`src/madp_defs.vh`:
```
`ifndef MADP_DEFS_VH
`define MADP_DEFS_VH

// Operation code width on the decoder port
`define MADP_OP_W        5

// Operation codes presented by the instruction decoder
`define MADP_OP_NONE     5'h00
`define MADP_OP_ADD_AI   5'h01
`define MADP_OP_ADD_AM   5'h02
`define MADP_OP_ADD_MA   5'h03
`define MADP_OP_ADDC_AM  5'h04
`define MADP_OP_ADDC_MA  5'h05
`define MADP_OP_ADDC_A   5'h06
`define MADP_OP_ADDC_M   5'h07
`define MADP_OP_NADD_AM  5'h08
`define MADP_OP_NADD_MA  5'h09
`define MADP_OP_SUB_AI   5'h0A
`define MADP_OP_SUB_AM   5'h0B
`define MADP_OP_SUB_MA   5'h0C
`define MADP_OP_SUBC_AM  5'h0D
`define MADP_OP_SUBC_MA  5'h0E
`define MADP_OP_SUBC_A   5'h0F
`define MADP_OP_SUBC_M   5'h10
`define MADP_OP_INC_M    5'h11
`define MADP_OP_DEC_M    5'h12
`define MADP_OP_CLR_M    5'h13
`define MADP_OP_MUL      5'h14

// Reset values
`define MADP_WORK_RST    8'h00
`define MADP_MULH_RST    8'h00
`define MADP_WDATA_RST   8'h00
`define MADP_FLAG_RST    1'b0

// Fixed operand constants
`define MADP_BYTE_ZERO   8'h00
`define MADP_BYTE_ONE    8'h01

`endif

```
`src/madp_arith_datapath.v`:
```
//Operation
// - Add immediate into working register, four flags
// - Add memory into working register, four flags
// - Add working register into memory byte
// - Add with carry, memory operand, either target
// - Add carry into working register
// - Add carry into memory byte
// - Negate working register, add memory, to register
// - Negate memory byte, add register, to memory
// - Subtract immediate from working register
// - Subtract memory byte from working register
// - Subtract working register from memory byte
// - Subtraction adds two's complement, shared adder
// - Subtract memory and borrow from register
// - Subtract register and borrow from memory
// - Subtract borrow from working register
// - Subtract borrow from memory byte
// - Increment memory byte, update four flags
// - Decrement memory byte, update four flags
// - Clear memory byte, flags unchanged
// - Unsigned 8x8 multiply, flags unchanged
// - Product high byte to high register, low to working
`timescale 1ns/1ns
`include "madp_defs.vh"

module madp_arith_datapath #(
  parameter DW = 8                   // Datapath width in bits
) (
  input  wire                  MCLK,            // Core clock, 50 MHz
  input  wire                  RST_N,           // Asynchronous reset, active low
  input  wire                  OP_VALID,        // Decoder presents an operation this cycle
  input  wire [`MADP_OP_W-1:0] OP_CODE,         // Operation selector
  input  wire [DW-1:0]         IMM_DATA,        // Immediate byte of the instruction
  input  wire [DW-1:0]         MEM_RDATA,       // Addressed data-memory byte
  input  wire [DW-1:0]         MUL_OPERAND,     // Second multiply operand
  input  wire                  WORK_LOAD,       // Plain load of the working register
  input  wire [DW-1:0]         WORK_LOAD_DATA,  // Value for a plain load
  output wire [DW-1:0]         WORK_REG,        // Working register
  output wire [DW-1:0]         MUL_RESULT_HIGH, // High byte of the last product
  output wire [DW-1:0]         MEM_WDATA,       // Byte to write back to memory
  output wire                  MEM_WE,          // One-cycle memory write strobe
  output wire                  OP_DONE,         // One-cycle completion pulse
  output wire                  RESULT_NULL,     // result_null_bit
  output wire                  UNSIGNED_OUT,    // unsigned_out_bit
  output wire                  NIBBLE_OUT,      // nibble_out_bit
  output wire                  SIGNED_WRAP      // signed_wrap_bit
);

  // Architectural state
  reg  [DW-1:0]   work_reg;          // Working register
  reg  [DW-1:0]   work_next;         // Next working register value
  reg  [DW-1:0]   mulh_reg;          // Multiply high result
  reg  [DW-1:0]   mulh_next;         // Next multiply high result
  reg  [DW-1:0]   wdata_reg;         // Memory write-back data
  reg  [DW-1:0]   wdata_next;        // Next write-back data
  reg             we_reg;            // Memory write strobe
  reg             we_next;           // Next write strobe
  reg             done_reg;          // Completion pulse
  reg             null_reg;          // Zero result flag
  reg             null_next;         // Next zero flag
  reg             uout_reg;          // Carry or borrow out of the top bit
  reg             uout_next;         // Next carry flag
  reg             nib_reg;           // Carry or borrow at bit 3
  reg             nib_next;          // Next nibble flag
  reg             wrap_reg;          // Signed overflow flag
  reg             wrap_next;         // Next overflow flag

  // Decoded controls
  reg  [DW-1:0]   opnd_x;            // First adder operand, the minuend
  reg  [DW-1:0]   opnd_y;            // Second operand before negation
  reg             sub_mode;          // Operation is a subtraction
  reg             use_carry;         // Current carry flag takes part
  reg             dst_mem;           // Result goes to memory, not register
  reg             do_arith;          // Adder result is stored with flags
  reg             do_clear;          // Memory byte is cleared
  reg             do_mul;            // Multiply is performed

  // Shared adder signals
  wire [DW-1:0]   addend_y;          // Second operand after negation
  wire            carry_in;          // Adder carry input
  wire [4:0]      low_sum;           // Low nibble sum with its carry
  wire [DW:0]     full_sum;          // Full sum with carry out
  wire [DW-1:0]   result;            // Eight-bit wrapped result
  wire            carry_out;         // Raw carry out of the top bit
  wire            half_carry;        // Raw carry out of bit 3
  wire            ovf;               // Two's-complement overflow
  wire [2*DW-1:0] product;           // Full multiply product

  // Decode the operation into operand choices and a destination
  always @* begin
    opnd_x    = work_reg;
    opnd_y    = `MADP_BYTE_ZERO;
    sub_mode  = 1'b0;
    use_carry = 1'b0;
    dst_mem   = 1'b0;
    do_arith  = 1'b0;
    do_clear  = 1'b0;
    do_mul    = 1'b0;
    case (OP_CODE)
      `MADP_OP_ADD_AI: begin               // Register plus immediate
        opnd_y   = IMM_DATA;
        do_arith = 1'b1;
      end
      `MADP_OP_ADD_AM: begin               // Register plus memory, into register
        opnd_y   = MEM_RDATA;
        do_arith = 1'b1;
      end
      `MADP_OP_ADD_MA: begin               // Register plus memory, into memory
        opnd_y   = MEM_RDATA;
        dst_mem  = 1'b1;
        do_arith = 1'b1;
      end
      `MADP_OP_ADDC_AM: begin              // With carry, into register
        opnd_y    = MEM_RDATA;
        use_carry = 1'b1;
        do_arith  = 1'b1;
      end
      `MADP_OP_ADDC_MA: begin              // With carry, into memory
        opnd_y    = MEM_RDATA;
        use_carry = 1'b1;
        dst_mem   = 1'b1;
        do_arith  = 1'b1;
      end
      `MADP_OP_ADDC_A: begin               // Register plus carry only
        use_carry = 1'b1;
        do_arith  = 1'b1;
      end
      `MADP_OP_ADDC_M: begin               // Memory plus carry only
        opnd_x    = MEM_RDATA;
        use_carry = 1'b1;
        dst_mem   = 1'b1;
        do_arith  = 1'b1;
      end
      `MADP_OP_NADD_AM: begin              // Memory minus register, into register
        opnd_x   = MEM_RDATA;
        opnd_y   = work_reg;
        sub_mode = 1'b1;
        do_arith = 1'b1;
      end
      `MADP_OP_NADD_MA: begin              // Register minus memory, into memory
        opnd_y   = MEM_RDATA;
        sub_mode = 1'b1;
        dst_mem  = 1'b1;
        do_arith = 1'b1;
      end
      `MADP_OP_SUB_AI: begin               // Register minus immediate
        opnd_y   = IMM_DATA;
        sub_mode = 1'b1;
        do_arith = 1'b1;
      end
      `MADP_OP_SUB_AM: begin               // Register minus memory
        opnd_y   = MEM_RDATA;
        sub_mode = 1'b1;
        do_arith = 1'b1;
      end
      `MADP_OP_SUB_MA: begin               // Memory minus register
        opnd_x   = MEM_RDATA;
        opnd_y   = work_reg;
        sub_mode = 1'b1;
        dst_mem  = 1'b1;
        do_arith = 1'b1;
      end
      `MADP_OP_SUBC_AM: begin              // Register minus memory and borrow
        opnd_y    = MEM_RDATA;
        sub_mode  = 1'b1;
        use_carry = 1'b1;
        do_arith  = 1'b1;
      end
      `MADP_OP_SUBC_MA: begin              // Memory minus register and borrow
        opnd_x    = MEM_RDATA;
        opnd_y    = work_reg;
        sub_mode  = 1'b1;
        use_carry = 1'b1;
        dst_mem   = 1'b1;
        do_arith  = 1'b1;
      end
      `MADP_OP_SUBC_A: begin               // Register minus borrow only
        sub_mode  = 1'b1;
        use_carry = 1'b1;
        do_arith  = 1'b1;
      end
      `MADP_OP_SUBC_M: begin               // Memory minus borrow only
        opnd_x    = MEM_RDATA;
        sub_mode  = 1'b1;
        use_carry = 1'b1;
        dst_mem   = 1'b1;
        do_arith  = 1'b1;
      end
      `MADP_OP_INC_M: begin                // Memory plus one
        opnd_x   = MEM_RDATA;
        opnd_y   = `MADP_BYTE_ONE;
        dst_mem  = 1'b1;
        do_arith = 1'b1;
      end
      `MADP_OP_DEC_M: begin                // Memory minus one, as a true subtraction
        opnd_x   = MEM_RDATA;
        opnd_y   = `MADP_BYTE_ONE;
        sub_mode = 1'b1;
        dst_mem  = 1'b1;
        do_arith = 1'b1;
      end
      `MADP_OP_CLR_M: begin                // Zero the memory byte
        dst_mem  = 1'b1;
        do_clear = 1'b1;
      end
      `MADP_OP_MUL: begin                  // Unsigned multiply
        do_mul = 1'b1;
      end
      default: begin                       // No operation, nothing changes
        do_arith = 1'b0;
      end
    endcase
  end

  // One adder serves every add and subtract: a subtraction feeds the
  // inverted subtrahend and an inverted borrow as carry input
  assign addend_y  = sub_mode ? ~opnd_y : opnd_y;
  assign carry_in  = sub_mode ? ~(use_carry & uout_reg)
                              : (use_carry & uout_reg);
  assign low_sum   = {1'b0, opnd_x[3:0]} + {1'b0, addend_y[3:0]} + {4'h0, carry_in};
  assign full_sum  = {1'b0, opnd_x} + {1'b0, addend_y} + {{DW{1'b0}}, carry_in};

  // The top carry bit is dropped, so results wrap modulo 256
  assign result    = full_sum[DW-1:0];
  assign carry_out = full_sum[DW];
  assign half_carry = low_sum[4];

  // Overflow when both inputs share a sign that the result lacks
  assign ovf = (opnd_x[DW-1] == addend_y[DW-1]) && (result[DW-1] != opnd_x[DW-1]);

  // Zero-extended operands keep the product a full sixteen bits
  assign product = {{DW{1'b0}}, work_reg} * {{DW{1'b0}}, MUL_OPERAND};

  // Next-state selection; flags change only for adder operations
  always @* begin
    work_next  = work_reg;
    mulh_next  = mulh_reg;
    wdata_next = wdata_reg;
    we_next    = 1'b0;
    null_next  = null_reg;
    uout_next  = uout_reg;
    nib_next   = nib_reg;
    wrap_next  = wrap_reg;
    if (OP_VALID) begin
      if (do_arith) begin
        null_next = (result == `MADP_BYTE_ZERO);
        // Subtraction reports borrow, the inverse of the adder carry
        uout_next = sub_mode ? ~carry_out : carry_out;
        nib_next  = sub_mode ? ~half_carry : half_carry;
        wrap_next = ovf;
        if (dst_mem) begin
          wdata_next = result;
          we_next    = 1'b1;
        end else begin
          work_next = result;
        end
      end else if (do_clear) begin
        // Flags are left alone on purpose
        wdata_next = `MADP_BYTE_ZERO;
        we_next    = 1'b1;
      end else if (do_mul) begin
        mulh_next = product[2*DW-1:DW];
        work_next = product[DW-1:0];
      end
    end else if (WORK_LOAD) begin
      // Plain loads yield to operations so one cycle never sees two writers
      work_next = WORK_LOAD_DATA;
    end
  end

  // State registers
  always @(posedge MCLK or negedge RST_N) begin
    if (!RST_N) begin
      work_reg  <= `MADP_WORK_RST;
      mulh_reg  <= `MADP_MULH_RST;
      wdata_reg <= `MADP_WDATA_RST;
      we_reg    <= 1'b0;
      done_reg  <= 1'b0;
      null_reg  <= `MADP_FLAG_RST;
      uout_reg  <= `MADP_FLAG_RST;
      nib_reg   <= `MADP_FLAG_RST;
      wrap_reg  <= `MADP_FLAG_RST;
    end else begin
      work_reg  <= work_next;
      mulh_reg  <= mulh_next;
      wdata_reg <= wdata_next;
      we_reg    <= we_next;
      // Completion pulses for any recognised operation
      done_reg  <= OP_VALID && (do_arith || do_clear || do_mul);
      null_reg  <= null_next;
      uout_reg  <= uout_next;
      nib_reg   <= nib_next;
      wrap_reg  <= wrap_next;
    end
  end

  // Outputs straight from registers
  assign WORK_REG        = work_reg;
  assign MUL_RESULT_HIGH = mulh_reg;
  assign MEM_WDATA       = wdata_reg;
  assign MEM_WE          = we_reg;
  assign OP_DONE         = done_reg;
  assign RESULT_NULL     = null_reg;
  assign UNSIGNED_OUT    = uout_reg;
  assign NIBBLE_OUT      = nib_reg;
  assign SIGNED_WRAP     = wrap_reg;

endmodule // madp_arith_datapath

```
`config.mk`:
```
export PLATFORM = sky130hd
export DESIGN_NAME = madp_arith_datapath
export DESIGN_NICKNAME = d
export VERILOG_FILES = /design/src/madp_arith_datapath.v
export VERILOG_INCLUDE_DIRS = /design/src
export SDC_FILE = /design/constraint.sdc
export NUM_CORES = 1
export LEC_CHECK = 0
export ABC_AREA = 1
export BUFFER_PORTS_ARGS = -buffer_cell sky130_fd_sc_hd__buf_2
export CORE_MARGIN = 2
export CORE_UTILIZATION = 59
export DETAILED_ROUTE_END_ITERATION = 6
export GPL_ROUTABILITY_DRIVEN = 0
export GPL_TIMING_DRIVEN = 0
export PLACE_DENSITY = 0.9
export SYNTH_ARGS = -nofsm -noshare
export SYNTH_HDL_FRONTEND = slang
export SYNTH_SLANG_ARGS = --single-unit
```
`constraint.sdc`:
```
create_clock -name MCLK -period 6 [get_ports MCLK]
set_input_delay 0.6 -clock MCLK [delete_from_list [all_inputs] [get_ports MCLK]]
set_output_delay 0.6 -clock MCLK [all_outputs]
set_load 0.05 [all_outputs]
```
### Yosys cells after proc, flatten, opt, wreduce, memory -nomap -nowiden

Cells that the tools add are included.
Widths: inputs -> output; s select.

* shift operators: 0
* reductions and logical operators: 20
* div/mod/pow operators: 0
* muxes and demuxes: 25
* bitwise operators: 7
* multipliers: 1
* add/subtract/negate cells: 4
* $lt $le $gt $ge: 0
* equality and inequality tests: 26

Operator list (number)
* $mux 8: 11
* $eq 5x4->1 const B: 8
* $pmux 8 s4: 1
* $eq 5x5->1 const B: 5
* $eq 5x3->1 const B: 4
* $reduce_or 10->1: 2
* $reduce_or 18->1: 1
* $mul 8x8->16: 1
* $reduce_or 7->1: 2
* $mux 1: 13
* $eq 5x2->1 const B: 2
* $add 8x8->9: 1
* $add 9x1->9: 1
* $logic_not 8->1: 1
* $not 8->8: 1
* $reduce_and 4->1: 2
* $reduce_or 8->1: 1
* $ne 3x3->1 const B: 2
* $add 4x4->5: 1
* $add 5x1->5: 1
* $eq 5x1->1 const B: 1
* $not 1->1: 5
* $reduce_bool 2->1: 2
* $reduce_or 2->1: 2
* other kinds (10): 12

* memory bits (writable): 0
* output and inout bits: 30
* bits in read-only memories: 0
* input bits: 41
* memories: 0
* logic and storage cells: 92
* bits in latches: 0
* bits in registers: 30

### Depth between registers and ports, before layout

Gate-level depths: netlist of the first run.

* word-level depth: 10
* depth in mapped cells: 20
* depth with buffers taken out: 20

### Least setup slack after synthesis of the first run

Ideal clock, no wire load.

* kind: flip-flop to flip-flop
* start point: register work_reg[0] (netlist: WORK_REG[0])
* end point: register mulh_reg[0] (netlist: MUL_RESULT_HIGH[0])
* period minus slack after synthesis: 4.324 ns
* path buffers: 1
* library setup time: 0.082 ns
* slack: 1.676 ns
* arrival: 4.242 ns
* stages on the path, launching flop included: 16
* required time: 5.918 ns
* path through: dfrtp_1 > buf_2 > nand2_1 > fa_1 > fa_1 > inv_1 > fa_1 > inv_1 > fa_1 > inv_1 > ha_1 > nand2_1 > o21ai_0 > a21oi_1 > or2_2 > a31oi_1

* word-level cells in the longest chain between the ends: 1

RTL lines
* start: declaration: line madp_arith_datapath.v:50 `reg [DW-1:0] work_reg;`
* start signal: assignment: line madp_arith_datapath.v:274 `` work_reg <= `MADP_WORK_RST; ``
* start signal: assignment: line madp_arith_datapath.v:284 `work_reg <= work_next;`
* $mul 8x8->16: line madp_arith_datapath.v:232 `assign product = {{DW{1'b0}}, work_reg} * {{DW{1'b0}}, MUL_OPERAND};`
* end signal: assignment: line madp_arith_datapath.v:275 `` mulh_reg <= `MADP_MULH_RST; ``
* end signal: assignment: line madp_arith_datapath.v:285 `mulh_reg <= mulh_next;`
* end: declaration: line madp_arith_datapath.v:52 `reg [DW-1:0] mulh_reg;`

No other way between the ends.
A chain may end at the register's enable or synchronous reset.

### Worst setup path in the final report of the first run

Same ends and word-level chain as after synthesis.

==> results of run 1 <==
[worst register-to-register path: cells and delay by family (launching register included)]
family	cells	cell delay (ns)
compound gates	3	0.48
fa+ha+maj	5	2.52
buf+inv	4	0.41
flops	1	0.38
simple gates	3	0.51
[metal layers]
metal  vias up  wire length [um]  global-route usage  share of wire
met2       222              6638              0.5707           0.53
li1       2229                 -                   -              -
met5         -                 0                   0              0
met3        32               833             0.03868          0.067
met1      2194              4669              0.3482           0.38
met4         0               303              0.1152          0.024
[registers in the layout, summed over array words and instances, names as in the netlist]
signal and flops:
MEM_WDATA 8, MUL_RESULT_HIGH 8, WORK_REG 8, MEM_WE 1
NIBBLE_OUT 1, OP_DONE 1, RESULT_NULL 1, SIGNED_WRAP 1
UNSIGNED_OUT 1
[kinds of logic after synthesis]
logic type      count (synthesis)
simple gates                  333
buf+inv                       157
fa+ha+maj                      82
compound gates                 50
flops                          30
xor+xnor                       16
mux                             7
[worst min path at each step]
| stage | from | end | slack [ns] | cells past startpoint |
|---|---|---|---|---|
| 3_5_place_dp | MUL_RESULT_HIGH[7]$_DFFE_PN0P_ | MUL_RESULT_HIGH[7]$_DFFE_PN0P_ | 0.47 | 2 |
| 4_1_cts | RST_N | SIGNED_WRAP$_DFFE_PN0P_ | 0.37 | 1 |
| 6_report | RST_N | SIGNED_WRAP$_DFFE_PN0P_ | 0.36 | 1 |
| 3_3_place_gp | MUL_RESULT_HIGH[7]$_DFFE_PN0P_ | MUL_RESULT_HIGH[7]$_DFFE_PN0P_ | 0.46 | 2 |
| 5_1_grt | RST_N | MEM_WE$_DFF_PN0_ | 0.41 | 1 |
| 2_1_floorplan | RST_N | MEM_WDATA[0]$_DFFE_PN0P_ | 0.30 | 0 |
[cell type report]
type | instances | share of cell area
multi-input combinational | 488 | 0.6364
sequential | 30 | 0.1431
inverter | 133 | 0.09514
timing repair buffer | 61 | 0.05818
buffer | 24 | 0.02480
tap | 102 | 0.02432
clock buffer | 6 | 0.01574
clock inverter | 2 | 0.002384
[per-stage QoR]
| stage | area, sq um | util | setup slack, ns |
|---|---|---|---|
| CTS | 5248 | 0.6791 | 1.637 |
| global placement | 5152 | 0.6668 | 1.580 |
| detailed placement | 5152 | 0.6668 | 1.492 |
| global route | 5248 | 0.6791 | 1.325 |
| floorplan | 4720 | - | 1.676 |
| finish | 5248 | 0.6791 | 1.625 |
[Yosys cell counts (2+ instances only)]
master and instances:
o21ai_0 17, inv_2 2, buf_4 3, nor3_1 4, nor2_4 4, buf_2 17
fa_1 38, o21a_1 2, a21oi_1 20, nand3_1 56, ha_1 44, xor2_1 11
or2_2 12, nand2_1 192, nand2_2 6, nor2_2 5, xnor2_1 5, clkbuf_1 3
o21bai_1 2, dfrtp_1 30, nor2_1 29, nand3_4 2, a31oi_1 5, mux2_2 7
inv_1 131, nand4_1 19
==> metrics, run 1 <==
status finished, final reports clean; most frequent cells in the layout nand2_1, inv_1, buf_2; FF/Latch Area 750.7 sq um; yosys warns 0; share of cells above drive strength 1 0.1788; Syn Area/Cell 6.992 sq um; Final Slew Violations 0; Clock Latency Late Sink 0.30 ns; Die Wd 93.44 um; DP HPWL 10.07 mm; Critical path destination MUL_RESULT_HIGH[0]$_DFFE_PN0P_; Compound-Gate Fraction of Synth Area 0.05859; Initial Utilization 0.6108; period utilization 0.7292; Post-synth ARST share 1.000; cell mode on critical path fa_1; worst r2r path cells 15; vias 4677; layout overhead on the synthesized area 11.19%; Port-buffer cells 61; CP cell instances buf_2 > nand2_1 > fa_1 > fa_1 > inv_1 > fa_1 > inv_1 > fa_1 > inv_1 > ha_1 > nand2_1 > o21ai_0 > a21oi_1 > or2_2 > a31oi_1; Reg clk slew, reported paths 0.07 ns; Min Hold Slack 0.3604 ns; signal arrival time at the worst endpoint 4.59 ns; element type at the critical path end flop; Post-Synth Simple-Gate Area 0.3248; clk root buf clkbuf_8; WP data required 6.21 ns; top post-synthesis cells by area fa_1, dfrtp_1, nand2_1; Synth Flop Type dfrtp_1; Post-Layout Cell Count 846; slowest stage cell on the critical path fa_1; Die Y 93.44 um; CTS tree done; minimum clock period 4.375 ns; final hold vios 0; clock sinks 30; largest fanout on the critical path 10; largest net degree at the start of global routing 31; Fill cells 627; worst-case clock buffer depth 2; Mapped Nets 798; FF+latch count, synth 30; hold_buf cts 0; CORE AREA 7727 sq um; ant diodes 0; register area share after synthesis 0.1591; Crit path largest cell delay 0.56 ns; Slew Limit Headroom 0.5178; Synth Cell Area 4720 sq um; global-route wire length before repair 21.29 mm; Final #Nets 866; reg2reg setup slack 1.63 ns; max-cap viol count 0; largest family of logic cells by synthesized area simple AND/OR/NAND/NOR gates; initial antenna violation count 0; Routed WL 12.45 mm; Yosys cell types 35; Syn Inst Count 675; Yosys top cell area share 0.1612; total global-route track usage 0.3039; Post-CTS Resized 0; vias in the first global route 4778; multi-input logic area 3339 sq um; clk_skew 0.01656 ns; setup_tns 0 ns; IO Pins 71; final setup fails 0; type of the most critical hold path in2async; DRT iter0 DRCs 350; xor/xnor share of the synthesized area 0.02969; Bufs and invs on worst path 4; CP Launch Point WORK_REG[0]$_DFFE_PN0P_; Reg2Reg Capture Point MUL_RESULT_HIGH[0]$_DFFE_PN0P_; total gr overflow 0; multiplexer area fraction after synthesis 0.01670; adder-cell share of the synthesized area 0.2778; DRC 0; TritonRoute pass-1 iters 5; Cells after DPL 838; Worst path top cell family by delay adder cells; Post-CTS Setup Inserts 0; cell taking the most area after synthesis fa_1; Stages on worst setup path 15; Max H-tree Level 2; RSZ-0062 raised after global routing false; startpoint types flop; fmax 228.6 MHz; WL/cell 14.71 um; critical path class reg2reg; FF-to-FF Start WORK_REG[0]$_DFFE_PN0P_; post-route ant nets 0; die area 8731 sq um; commonest non-fill, non-tap cell in the layout nand2_1; vias per cell 5.528; worst-margin pin slew 0.7232 ns; Post-synth EDFFs 0; CTS buffer count 5; row count 32
Power of run 1 is not shown: default switching activity piles up to over one toggle a cycle in this logic, so the estimate is an artifact.
==> run 2: changes to the inputs <==
--- a/config.mk
+++ b/config.mk
@@ -6,14 +6,14 @@
 export SDC_FILE = /design/constraint.sdc
 export NUM_CORES = 1
 export LEC_CHECK = 0
-export ABC_AREA = 1
+export ABC_AREA = 0
 export BUFFER_PORTS_ARGS = -buffer_cell sky130_fd_sc_hd__buf_2
 export CORE_MARGIN = 2
-export CORE_UTILIZATION = 59
+export CORE_UTILIZATION = 53
 export DETAILED_ROUTE_END_ITERATION = 6
 export GPL_ROUTABILITY_DRIVEN = 0
 export GPL_TIMING_DRIVEN = 0
-export PLACE_DENSITY = 0.9
+export PLACE_DENSITY = 0.87
 export SYNTH_ARGS = -nofsm -noshare
 export SYNTH_HDL_FRONTEND = slang
 export SYNTH_SLANG_ARGS = --single-unit
==> constraint.sdc (replaced) <==
create_clock -name MCLK -period 3.8 [get_ports MCLK]
set_input_delay 0.38 -clock MCLK [delete_from_list [all_inputs] [get_ports MCLK]]
set_output_delay 0.38 -clock MCLK [all_outputs]
set_load 0.05 [all_outputs]
==> metrics, run 2 <==
status finished with violations; failing checks DRC, setup timing; vias 4342 (-7.2%); total global-route track usage 0.3200 (+0.01610); clk_skew 0.01404 ns (-0.002520 ns); Reg2Reg Capture Point MUL_RESULT_HIGH[5]$_DFFE_PN0P_; Yosys top cell area share 0.1754 (+0.01418); Post-synth top cells nand2_1, inv_1, and2_1; fmax 237.4 MHz (+3.9%); vias in the first global route 4433 (-7.2%); Post-Route Utilization 0.7044 (+0.02532); met2 Usage GRT 0.5292 (-0.04158); GR Util met1 0.4127 (+0.06451); signal arrival time at the worst endpoint 4.40 ns (-0.19 ns); WL/cell 19.56 um (+33%); Routed WL 13.85 mm (+11%); CP Launch Point WORK_REG[5]$_DFFE_PN0P_; global-route wire length before repair 22.07 mm (+3.6%); post-route ant nets 0 (unchanged); largest fanout on the critical path 7 (-3); reg2reg setup slack -0.41 ns (-2.04 ns); register area share after synthesis 0.1731 (+0.01399); max-cap viol count 0 (unchanged); WP data required 3.98 ns (-2.23 ns); slowest stage cell on the critical path fa_1; Clock Latency Late Sink 0.30 ns (about the same); Post-synth EDFFs 0 (unchanged); layout overhead on the synthesized area 27.43%; Most Crowded Layer GR met2; DRT iter0 DRCs 393 (+12%); Reg clk slew, reported paths 0.08 ns (about the same); yosys warns 0 (unchanged); IO Pins 71 (unchanged); top post-synthesis cells by area fa_1, dfrtp_1, ha_1; most frequent cells in the layout buf_2, nand2_1, inv_1; period utilization 1.108 (+0.3792); Synth Flop Type dfrtp_1; largest net degree at the start of global routing 31 (unchanged); Die Y 94.47 um (+1.1%); final hold vios 0 (unchanged); worst r2r path cells 16 (+1); Syn Inst Count 509 (-25%); Post-synth ARST share 1.000 (unchanged); Synth Cell Area 4338 sq um (-8.1%); CTS tree done; Yosys cell types 54 (+54%); total gr overflow 0 (unchanged); vias per cell 6.133 (+11%); clk root buf clkbuf_8; CORE AREA 7848 sq um (+1.6%); DP HPWL 9.395 mm (-6.7%); DRC 1 (+1); TritonRoute pass-1 iters 7 (+2); CP cell instances and2_4 > fa_1 > inv_1 > fa_1 > inv_2 > fa_1 > inv_1 > fa_1 > inv_2 > ha_4 > a21o_1 > nand2_2 > a31oi_4 > a31oi_1 > xor2_1 > o21ai_1; ant diodes 0 (unchanged); Slew Limit Headroom 0.3002 (-0.2177); row count 32 (unchanged); Initial Utilization 0.5528 (-0.05798); cell mode on critical path fa_1; commonest non-fill, non-tap cell in the layout buf_2; minimum clock period 4.212 ns (-0.1633 ns); Syn Area/Cell 8.522 sq um (+22%); cell taking the most area after synthesis fa_1; Mapped Nets 632 (-21%); Final Slew Violations 0 (unchanged); Die Wd 94.47 um (+1.1%); final worst slack -0.4117 ns (-2.037 ns); GR Util met3 0.06943 (+0.03075); worst-margin pin slew 1.033 ns (+0.3102 ns); Max H-tree Level 2 (unchanged); top-count cell post-synth nand2_1; clock sinks 30 (unchanged); worst-case clock buffer depth 2 (unchanged); CTS buffer count 5 (unchanged); die area 8925 sq um (+2.2%); Port-buffer cells 68 (+11%); Crit path largest cell delay 0.53 ns (-0.03 ns); Final #Nets 728 (-16%); hold_buf cts 0 (unchanged); FF+latch count, synth 30 (unchanged); final setup fails 9 (+9); type of the most critical hold path in2async; startpoint types flop; share of cells above drive strength 1 0.3350 (+0.1562); element type at the critical path end flop; critical path class reg2reg; FF-to-FF Start WORK_REG[5]$_DFFE_PN0P_; initial antenna violation count 1 (+1); RSZ-0062 raised after global routing true
[run 2: cell types whose count changed in the layout (fill, tap and decap cells not counted), sizes merged, moves of 7 or more]
cell / previous run / this run
nand4: 20 / 2
o21ai: 19 / 32
nand2: 199 / 65
nor2b: 0 / 8
nor2: 39 / 22
buf: 82 / 105
and2: 0 / 45
inv: 133 / 61
a222oi: 0 / 7
or2: 12 / 3
nand3: 58 / 5
[run 2: per-stage QoR]
stage	area, sq um	setup slack [ns]	hold WS [ns]	cells	setup TNS [ns]
2_1_floorplan	4598	-0.2544	0.08441	509	-1.401
3_3_place_gp	5066	-0.5635	0.4423	679	-4.155
3_5_place_dp	5066	-0.6579	0.4686	679	-5.466
4_1_cts	5394	-0.3114	0.1467	701	-1.615
5_1_grt	5528	-0.5276	0.1783	708	-3.912
6_report	5528	-0.4117	0.1167	708	-2.634
[run 2: cells by family (layout without fill, tap and decap cells)]
| group | count (synthesis) | after routing | share of synthesized area |
|---|---|---|---|
| buffers and inverters | 86 | 183 | 0.07903 |
| adders and majority gates | 82 | 82 | 0.3023 |
| DFF | 30 | 30 | 0.1731 |
| and+or+nand+nor | 169 | 169 | 0.1976 |
| xor gates and xnor gates | 28 | 28 | 0.05653 |
| AOI/OAI and AO/OA | 104 | 104 | 0.1664 |
| muxes | 10 | 10 | 0.02510 |
[run 2: worst max path at each step]
stage	end	slack [ns]	depth (start not counted)
2_1_floorplan	MUL_RESULT_HIGH[6]$_DFFE_PN0P_	-0.25	16
3_3_place_gp	RESULT_NULL$_DFFE_PN0P_	-0.56	13
3_5_place_dp	RESULT_NULL$_DFFE_PN0P_	-0.66	13
4_1_cts	MUL_RESULT_HIGH[4]$_DFFE_PN0P_	-0.31	15
5_1_grt	MUL_RESULT_HIGH[7]$_DFFE_PN0P_	-0.53	15
6_report	MUL_RESULT_HIGH[5]$_DFFE_PN0P_	-0.41	16
[run 2: per-layer routing]
| layer | vias up | routed length, um |
|---|---|---|
| met2 | 272 | 6746 |
| met3 | 65 | 1255 |
| met1 | 2098 | 5272 |
| met4 | 2 | 564 |
| met5 | - | 10 |
| li1 | 1905 | - |
[run 2: critical path, delay by kind of cell (launching register included)]
kind                       cells  cell delay, ns
AOI/OAI and AO/OA              4            0.55
xor gates and xnor gates       1            0.23
adders and majority gates      5            2.33
buffers and inverters          4            0.20
DFF                            1            0.49
and+or+nand+nor                2            0.27
[run 2: repair_timing]
action                                  CTS  global route
pin swaps                                28            14
gates resized for setup                  22            30
endpoints found under the setup margin   15            15
setup buffers                            20             7
[run 2: final cells by class]
| type | instances | area [sq um] |
|---|---|---|
| multi-input combinational | 393 | 3586 |
| fill | 569 | 2320 |
| sequential | 30 | 760.7 |
| timing repair buffer | 95 | 550.5 |
| inverter | 61 | 229.0 |
| buffer | 19 | 131.4 |
| tap | 102 | 127.6 |
| clock buffer | 6 | 82.58 |
| clock inverter | 2 | 60.06 |
Power of run 2 is left out for the same reason.
